==> src/verilog/timer_ctl_pkg.sv <==
// constants, field layouts and carrier structs of the timer control front end
// assumes a classic wishbone slave with 32-bit data and byte addressing
// Behaviour
// - module enable bit 7 at 0 stops the clock to all other registers.
// - while disabled, only the enable register is reachable from the bus.
// - disabling after enabling keeps every programmed value.
// - halt stop bit 6 runs the clock in debug halt at 0, stops it at 1.
// - prescaler run bit 2 stops and clears the prescaler at 0, counts at 1.
// - counter run bit 0 stops and clears the up-counter at 0, counts at 1.
// - control bit 7 disables compare double buffering at 0, enables it at 1.
// - sync start bit 5 runs the channel alone at 0, on the common start at 1.
// - idle bit 3 stops the timer in idle mode at 0, keeps it running at 1.
// - trigger edge bit 1 picks the rising edge at 0 and the falling at 1.
// - count start bit 0 starts by software at 0, on the trigger edge at 1.
// - the counter is a 16-bit up-counter.
package timer_ctl_pkg;
   localparam logic [7:0] enable_offset = 8'h00;
   localparam logic [7:0] run_offset = 8'h04;
   localparam logic [7:0] start_offset = 8'h08;
   localparam logic [7:0] count_offset = 8'h0C;
   localparam logic [7:0] prescale_offset = 8'h10;
   localparam int module_enable_bit = 7;
   localparam int debug_halt_stop_bit = 6;
   localparam int prescaler_run_bit = 2;
   localparam int counter_run_bit = 0;
   localparam int double_buffer_enable_bit = 7;
   localparam int sync_start_mode_bit = 5;
   localparam int idle_operation_bit = 3;
   localparam int trigger_edge_select_bit = 1;
   localparam int count_start_select_bit = 0;
   localparam logic [7:0] enable_mask = 8'hC0;
   localparam logic [7:0] run_mask = 8'h05;
   localparam logic [7:0] start_mask = 8'hAB;
   localparam logic [7:0] reg_reset = 8'h00;
   localparam int counter_width = 16;
   localparam int prescale_width = 8;
   typedef struct packed {
      logic module_enable;
      logic debug_halt_stop;
      logic prescaler_run;
      logic counter_run;
      logic double_buffer_enable;
      logic sync_start_mode;
      logic idle_operation;
      logic trigger_edge_select;
      logic count_start_select;
   } ctl_s;
endpackage

==> src/verilog/timer_enable_run_control.sv <==
// enable, run and start control of one 16-bit timer channel
// assumes a wishbone master and synchronous halt, idle and start inputs
//
// The placing of the registers and the Wishbone slave port were decided locally.
`timescale 1ns/1ps
module timer_enable_run_control (
   // clock and reset
   input wire logic clk_i,
   input wire logic rst_i,
   // wishbone slave
   input wire logic cyc_i,
   input wire logic stb_i,
   input wire logic we_i,
   input wire logic [7:0] adr_i,
   input wire logic [3:0] sel_i,
   input wire logic [31:0] dat_i,
   output logic [31:0] dat_o,
   output logic ack_o,
   // chip state and triggers
   input wire logic debug_halt_i,
   input wire logic idle_mode_i,
   input wire logic sync_start_i,
   input wire logic external_trigger_input_i,
   // channel outputs
   output logic [15:0] count_o,
   output logic count_active_o,
   output logic double_buffer_enable_o
);
   logic [7:0] enable_reg;
   logic [7:0] run_reg;
   logic [7:0] start_reg;
   logic [timer_ctl_pkg::counter_width-1:0] counter;
   logic [timer_ctl_pkg::prescale_width-1:0] prescale;
   logic started;
   logic trig_edge;
   logic bus_req;
   logic ch_enabled;
   logic low_write;
   logic tick;
   logic clock_gate;
   timer_ctl_pkg::ctl_s ctl;

   // decoded control fields
   always_comb begin
      ctl.module_enable = enable_reg[timer_ctl_pkg::module_enable_bit];
      ctl.debug_halt_stop = enable_reg[timer_ctl_pkg::debug_halt_stop_bit];
      ctl.prescaler_run = run_reg[timer_ctl_pkg::prescaler_run_bit];
      ctl.counter_run = run_reg[timer_ctl_pkg::counter_run_bit];
      ctl.double_buffer_enable =
         start_reg[timer_ctl_pkg::double_buffer_enable_bit];
      ctl.sync_start_mode = start_reg[timer_ctl_pkg::sync_start_mode_bit];
      ctl.idle_operation = start_reg[timer_ctl_pkg::idle_operation_bit];
      ctl.trigger_edge_select =
         start_reg[timer_ctl_pkg::trigger_edge_select_bit];
      ctl.count_start_select =
         start_reg[timer_ctl_pkg::count_start_select_bit];
   end

   // bus request qualifiers; only byte lane 0 holds writable bits
   assign bus_req = cyc_i & stb_i & ~ack_o;
   assign ch_enabled = ctl.module_enable;
   assign low_write = bus_req & we_i & sel_i[0];

   // clock gate as an enable: halt stops it with halt stop set, idle with idle operation clear; disable stops all
   assign clock_gate = ch_enabled
      & ~(debug_halt_i & ctl.debug_halt_stop)
      & ~(idle_mode_i & ~ctl.idle_operation);

   // enable register, always reachable
   always_ff @(posedge clk_i) begin
      if (rst_i) begin
         enable_reg <= timer_ctl_pkg::reg_reset;
      end else if (low_write && adr_i == timer_ctl_pkg::enable_offset) begin
         enable_reg <= dat_i[7:0] & timer_ctl_pkg::enable_mask;
      end
   end

   // run register; writes blocked while disabled, value kept
   always_ff @(posedge clk_i) begin
      if (rst_i) begin
         run_reg <= timer_ctl_pkg::reg_reset;
      end else if (low_write && ch_enabled
                   && adr_i == timer_ctl_pkg::run_offset) begin
         run_reg <= dat_i[7:0] & timer_ctl_pkg::run_mask;
      end
   end

   // start control register; software is expected to stop first
   always_ff @(posedge clk_i) begin
      if (rst_i) begin
         start_reg <= timer_ctl_pkg::reg_reset;
      end else if (low_write && ch_enabled
                   && adr_i == timer_ctl_pkg::start_offset) begin
         start_reg <= dat_i[7:0] & timer_ctl_pkg::start_mask;
      end
   end

   // external trigger edge
   trigger_edge_detect edge_unit (
      .clk_i(clk_i),
      .rst_i(rst_i),
      .level_i(external_trigger_input_i),
      .falling_i(ctl.trigger_edge_select),
      .edge_o(trig_edge)
   );

   // start latch: software, sync or trigger; cleared by counter stop
   always_ff @(posedge clk_i) begin
      if (rst_i) begin
         started <= 1'h0;
      end else if (clock_gate) begin
         if (!ctl.counter_run) begin
            started <= 1'h0;
         end else if (ctl.count_start_select) begin
            if (trig_edge) begin
               started <= 1'h1;
            end
         end else if (ctl.sync_start_mode) begin
            if (sync_start_i) begin
               started <= 1'h1;
            end
         end else begin
            started <= 1'h1;
         end
      end
   end

   // prescaler; the tick is its terminal count
   always_ff @(posedge clk_i) begin
      if (rst_i) begin
         prescale <= '0;
      end else if (clock_gate) begin
         if (!ctl.prescaler_run) begin
            prescale <= '0;
         end else begin
            prescale <= prescale + 8'h01;
         end
      end
   end
   assign tick = ctl.prescaler_run & (&prescale);

   // 16-bit up-counter
   always_ff @(posedge clk_i) begin
      if (rst_i) begin
         counter <= '0;
      end else if (clock_gate) begin
         if (!ctl.counter_run) begin
            counter <= '0;
         end else if (started && tick) begin
            counter <= counter + 16'h0001;
         end
      end
   end

   // bus answer: one cycle after the request, dropped next cycle
   always_ff @(posedge clk_i) begin
      if (rst_i) begin
         ack_o <= 1'h0;
         dat_o <= 32'h0000_0000;
      end else begin
         ack_o <= bus_req;
         dat_o <= 32'h0000_0000;
         if (bus_req && !we_i) begin
            case (adr_i)
               timer_ctl_pkg::enable_offset: begin
                  dat_o <= {24'h000000, enable_reg};
               end
               timer_ctl_pkg::run_offset: begin
                  if (ch_enabled) begin
                     dat_o <= {24'h000000, run_reg};
                  end
               end
               timer_ctl_pkg::start_offset: begin
                  if (ch_enabled) begin
                     dat_o <= {24'h000000, start_reg};
                  end
               end
               timer_ctl_pkg::count_offset: begin
                  if (ch_enabled) begin
                     dat_o <= {16'h0000, counter};
                  end
               end
               timer_ctl_pkg::prescale_offset: begin
                  if (ch_enabled) begin
                     dat_o <= {24'h000000, prescale};
                  end
               end
               default: begin
                  dat_o <= 32'h0000_0000;
               end
            endcase
         end
      end
   end

   // registered outputs
   always_ff @(posedge clk_i) begin
      if (rst_i) begin
         count_o <= 16'h0000;
         count_active_o <= 1'h0;
         double_buffer_enable_o <= 1'h0;
      end else begin
         count_o <= counter;
         count_active_o <= started & clock_gate;
         double_buffer_enable_o <= ctl.double_buffer_enable;
      end
   end
endmodule

==> src/verilog/trigger_edge_detect.sv <==
// edge detector for the external trigger input of the timer channel
// assumes the input is already synchronous to clk_i
`timescale 1ns/1ps
module trigger_edge_detect (
   // clock and reset
   input wire logic clk_i,
   input wire logic rst_i,
   // trigger
   input wire logic level_i,
   input wire logic falling_i,
   output logic edge_o
);
   logic last;
   // previous level of the pin
   always_ff @(posedge clk_i) begin
      if (rst_i) begin
         last <= 1'h0;
      end else begin
         last <= level_i;
      end
   end
   // selected edge
   always_comb begin
      if (falling_i) begin
         edge_o = last & ~level_i;
      end else begin
         edge_o = ~last & level_i;
      end
   end
endmodule

==> config.mk <==
export PLATFORM = sky130hd
export DESIGN_NAME = timer_enable_run_control
export DESIGN_NICKNAME = d
export VERILOG_FILES = /design/src/verilog/timer_ctl_pkg.sv /design/src/verilog/timer_enable_run_control.sv /design/src/verilog/trigger_edge_detect.sv
export SDC_FILE = /design/constraint.sdc
export NUM_CORES = 1
export LEC_CHECK = 0
export BUFFER_PORTS_ARGS = -buffer_cell sky130_fd_sc_hd__buf_2
export CAP_MARGIN = 30
export CORE_ASPECT_RATIO = 1.4
export CORE_MARGIN = 3
export CORE_UTILIZATION = 50
export DETAILED_ROUTE_END_ITERATION = 10
export MAX_ROUTING_LAYER = met4
export PLACE_DENSITY_LB_ADDON = 0.08
export SETUP_SLACK_MARGIN = 0.1
export SLEW_MARGIN = 5
export SYNTH_ARGS = -nofsm -noshare
export SYNTH_HDL_FRONTEND = slang
export SYNTH_SLANG_ARGS = --single-unit
==> constraint.sdc <==
create_clock -name clk_i -period 5.1 [get_ports clk_i]
set_input_delay 0.765 -clock clk_i [delete_from_list [all_inputs] [get_ports clk_i]]
set_output_delay 0.765 -clock clk_i [all_outputs]
set_load 0.02 [all_outputs]
# [Word level (Yosys, flattened, before mapping)]
# Index checks and enable logic that the tools add are counted.
[op_classes] n_bitwise=19 n_addsub=2 n_reduce_logical=12 mux=14 n_eq_ne=7
[ops] cell="case mux 16 bit (5 select lines)" count=1
[ops] cell="2-to-1 mux 16 bit" count=3
[ops] cell="2-to-1 mux 8 bit" count=3
[ops] cell="adder 16 x 1 -> 16 bit (second input constant)" count=1
[ops] cell="== test 8 x 4 -> 1 bit (second input constant)" count=2
[ops] cell="bitwise AND 1 bit" count=12
[ops] cell="adder 8 x 1 -> 8 bit (second input constant)" count=1
[ops] cell="== test 8 x 3 -> 1 bit (second input constant)" count=1
[ops] cell="== test 8 x 5 -> 1 bit (second input constant)" count=1
[ops] cell="zero test 8 bit" count=1
[ops] cell="AND reduction 8 bit" count=1
[ops] cell="NOT 1 bit" count=7
[ops] cell="logical AND 1 bit" count=6
[ops] cell="2-to-1 mux 1 bit" count=6
[ops] cell="inequality test 4 bit (second input constant)" count=1
[ops] cell="2-to-1 mux 3 bit" count=1
[ops] cell="inequality test 3 x 2 -> 1 bit (second input constant)" count=1
[ops] cell="AND reduction 3 bit" count=1
[ops] cell="inequality test 2 x 1 -> 1 bit (second input constant)" count=1
[ops] cell="AND reduction 2 bit" count=1
[ops] cell="OR reduction 2 bit" count=1
[ops] cell="zero test 1 bit" count=1
[totals] output_inout_bits=51 wordCells=66 regBits=86 input_bits=53

# [Logic depth before layout (Yosys ltp)]
[depth] word_depth=6 ltp_mapped=7 ltp_nobuf=6

# [Cells and area by module]
# From an unflattened synthesis, not the netlist that was laid out.
[hier_totals] cells_unflattened=357 hier_area_um2=3191.8
[by_module_without_submodules] mod="timer_enable_run_control" cells_each=352 area_per_inst_um2=3143.0 instances=1
[by_module_without_submodules] mod="trigger_edge_detect" cells_each=5 area_per_inst_um2=48.8 instances=1

# [Least setup slack after synthesis]
# No wires, ideal clock.
[synth_path] path_kind="input -> register" start="in adr_i[5]" end="reg start_reg[7]" setup_ps=121 t_arrival_ps=1995 path_slack_ps=2984 path_stages=4 path_cell_list="nor3_2 > nand3_1 > nor3_2 > mux2_2"
[synth_between] elab_chain_cells=2
[synth_rtl] element="start: declaration" line="timer_enable_run_control.sv:14" text="input wire logic [7:0] adr_i,"
[synth_rtl] element="== test 8 x 4 -> 1 bit" line="timer_enable_run_control.sv:93" text="&& adr_i == timer_ctl_pkg::start_offset) begin"
[synth_rtl] element="logical AND 1 bit" line="timer_enable_run_control.sv:93"
[synth_rtl] element="end signal: assignment" line="timer_enable_run_control.sv:91" text="start_reg <= timer_ctl_pkg::reg_reset;"
[synth_rtl] element="end signal: assignment" line="timer_enable_run_control.sv:94" text="start_reg <= dat_i[7:0] & timer_ctl_pkg::start_mask;"
[synth_rtl] element="end: declaration" line="timer_enable_run_control.sv:31" text="logic [7:0] start_reg;"
# Every way passes these cells.
# A chain may end at the register's enable or synchronous reset.

# [Final worst setup path]
[layout_path] start="reg prescale[0] (netlist bit)" end="reg counter[13] (netlist bit)"
[layout_between] elab_chain_cells=5
[layout_rtl] element="start: declaration" line="timer_enable_run_control.sv:33" text="logic [timer_ctl_pkg::prescale_width-1:0] prescale;"
[layout_rtl] element="start signal: assignment" line="timer_enable_run_control.sv:136" text="prescale <= prescale + 8'h01;"
[layout_rtl] element="AND reduction 8 bit" line="timer_enable_run_control.sv:140" text="assign tick = ctl.prescaler_run & (&prescale);"
[layout_rtl] element="bitwise AND 1 bit" line="timer_enable_run_control.sv:140"
[layout_rtl] element="logical AND 1 bit" line="timer_enable_run_control.sv:149" text="end else if (started && tick) begin"
[layout_rtl] element="inequality test 2 x 1 -> 1 bit (no source line)"
[layout_rtl] element="AND reduction 2 bit (no source line)"
[layout_rtl] element="end signal: assignment" line="timer_enable_run_control.sv:150" text="counter <= counter + 16'h0001;"
[layout_rtl] element="end: declaration" line="timer_enable_run_control.sv:32" text="logic [timer_ctl_pkg::counter_width-1:0] counter;"
# Every way passes these cells.

==> qor.yml <==
global_route:
  antenna_found_initial: 0
  grt_overflow: 0
  grt.total_usage_pct: 20.4
  grt_pass1_wl_microns: 10800
  first_global_vias: 2326
  grt_max_degree: 40
final_layout:
  regArea_sq_um: 1400
  drive_above_1_share_pct: 21.1
  reg_top3: "count_o (16), counter (16), dat_o (16)"
  antenna_cells: 0
  nets: 444
  utilization_pct: 60.8
  final_area_sq_um: 3430
  final.fill_count: 530
  syn_to_final_growth_pct: 15.6
  multiInputGateArea_sq_um: 1440
die:
  start_util_pct: 52.6
  rows: 32
  die_area_sq_um: 6910
  core_sq_um: 5650
  io_pins: 104
  die_w_microns: 71.1
  die_h_microns: 97.2
placement:
  pre_cts_slack_ns: 2.61
  postPlaceCellArea_sq_um: 3240
  hpwl_microns: 4920
  gp_congestion: 0.879
  port_buffers: 59
clocking:
  clock_path_buffers: 2
  insertion_delay_ns: 0.36
  clock-sinks: 70
  cts_resized: 0
  cts_buffers: 9
  cts_setup_buffers: 0
  postCtsHoldBufs: 0
  clk_transition_reported_paths_ns: 0.07
  cts_htree_levels: 3
  cts_tree: "built"
  cts_root_buffer: "clkbuf_8"
timing:
  timing.final.ws_setup_ns: 2.87
  tightest_slew_ns: 0.703
  finalCritPeriodShare_pct: 43.8
  timing.final.crit_period_ns: 2.23
  slew_violations: 0
  finalSetupViolations: 0
  fmaxAchievable_mhz: 448
  hold_viol: 0
  slew_headroom_pct: 53.1
  fin_skew_ns: 0.0102
  finalSetupTns_ns: 0
  rsz0062_at_grt: "no"
setup_path:
  reg2regPathDepth: 6
  startpoint_type: "flop"
  cp.arrival_ns: 2.51
  worstSetupPathType: "reg2reg"
  cp.required_ns: 5.38
  cp_max_fo: 16
  slowest_delay_ns: 0.53
  reg2reg_to: "counter[13]"
  critPathBufInv: 0
  cp_cell_sequence: "ha_1 -> nand2_1 -> nor3_4 -> nand3_1 -> or3_1 -> o21ai_0"
  r2r-start: "prescale[0]"
  slowest_stage: "nor3_4"
  worstSetupEndpointType: "flop"
  cp_top_family: "simple AND/OR/NAND/NOR gates"
  r2r_slack_ns: 2.87
power:
  ir_drop_v: 0.000213
  power_density_nw_per_um2: 300
  power_leakage_nw: 1.41
route:
  antenna_left: 0
  vias: 2550
  drtIter0Drc: 153
  route.detailed.drc: 0
  wl_per_cell_microns: 14.8
  viasPerCell: 5.52
  dr.pass1.iters: 4
  wl_microns: 6820
logic_synthesis:
  ys_warn_count: 0
  syn_area_per_cell_sq_um: 8.97
  ys_ff_latch: 70
  synth_edf_count: 0
  ys_top_cells_by_area: "dfxtp_1, buf_4, nor2_1"
  netlist-cell-type-count: 54
  synthCells: 331
  synth_area_sq_um: 2970
  ys_seq_area_share_pct: 47.2
  synth_common_cells: "dfxtp_1, nor2_1, nand2_1"
  synthArstFlopShare_pct: 0
  synth_top_area_share_pct: 47.2
  synth_top_cell_by_area: "dfxtp_1"
  yosysMostFrequentCell: "dfxtp_1"
  synthFlopType: "dfxtp_1"
worst_hold_path:
  hold_path_class: "reg2reg"
  min_to: "counter[15]"
  whs_path_depth: 1
  min_from: "counter[15]"
status:
  status: "complete, no violations"
job:
  drv_cap: 0
-- power breakdown --
| group | internal [W] | switching [W] | total [W] |
|---|---|---|---|
| registers | 0.000547 | 0.000000362 | 0.000547 |
| logic | 0.0000110 | 0.0000272 | 0.0000382 |
| clock network | 0.000240 | 0.000205 | 0.000445 |
| total | 0.000798 | 0.000232 | 0.00103 |
-- cell type report --
cell class              instances  area share (%)
multi-input cells             244            41.9
inverters                       5           0.547
clock buffers                  13            4.34
well taps                      68            2.48
repair buffers                 59            8.60
flip-flops and latches         70            40.8
clock inverters                 3            1.28
-- through the flow --
stage / hold WS (ns) / power (W) / cells
floorplan: 0.439 / 0.000593 / 346
global placement: 0.464 / 0.000598 / 446
detailed placement: 0.468 / 0.000598 / 446
CTS: 0.478 / 0.00104 / 462
global route: 0.513 / 0.00106 / 462
finish: 0.472 / 0.00103 / 462
-- worst max path at each step --
stage | from | endpoint | cells after the start
detailed placement | adr_i[2] | dat_o[2] | 6
floorplan | adr_i[5] | start_reg[7] | 4
global placement | adr_i[2] | dat_o[0] | 6
finish | prescale[0] | counter[13] | 6
global route | prescale[0] | counter[13] | 6
CTS | prescale[0] | counter[13] | 6
-- placed cells by master (no fill, tap or decap), types with 2 or more instances in the layout --
cell type and n:
inv_1 5, a31oi_1 6, nand3_1 16, nor2b_1 19, nor3_2 3, ha_1 2
and2_1 10, or3b_2 2, and3_1 5, and4_1 2, or3_1 4, a41oi_1 4
clkbuf_1 3, nor4_1 3, buf_2 59, dfxtp_1 70, nand4_1 8, mux2i_1 9
o21ai_0 17, nor2_1 32, nor3b_1 3, nand2b_1 5, nand2_1 24, conb_1 16
xor2_1 4, o31ai_1 6, a21oi_1 18, clkbuf_8 10, nor3_1 3
-- logic make-up after synthesis --
group	Yosys count	share of synthesized area, %
adders and majority gates	2	0.842
buffers and inverters	32	6.23
AOI/OAI and AO/OA	65	13.8
DFF	70	47.2
xor gates and xnor gates	5	1.47
and+or+nand+nor	146	27.0
other	1	0.126
muxes	10	3.41
-- layer usage --
layer  track usage [%]  vias up  share of wire, %
met5                 -        -                 0
met4              12.7        0               2.8
met3              3.93       19               5.8
met2              34.1      103                52
met1              21.7     1166                39
li1                  -     1262                 -
(Power assumes the default switching activity.)
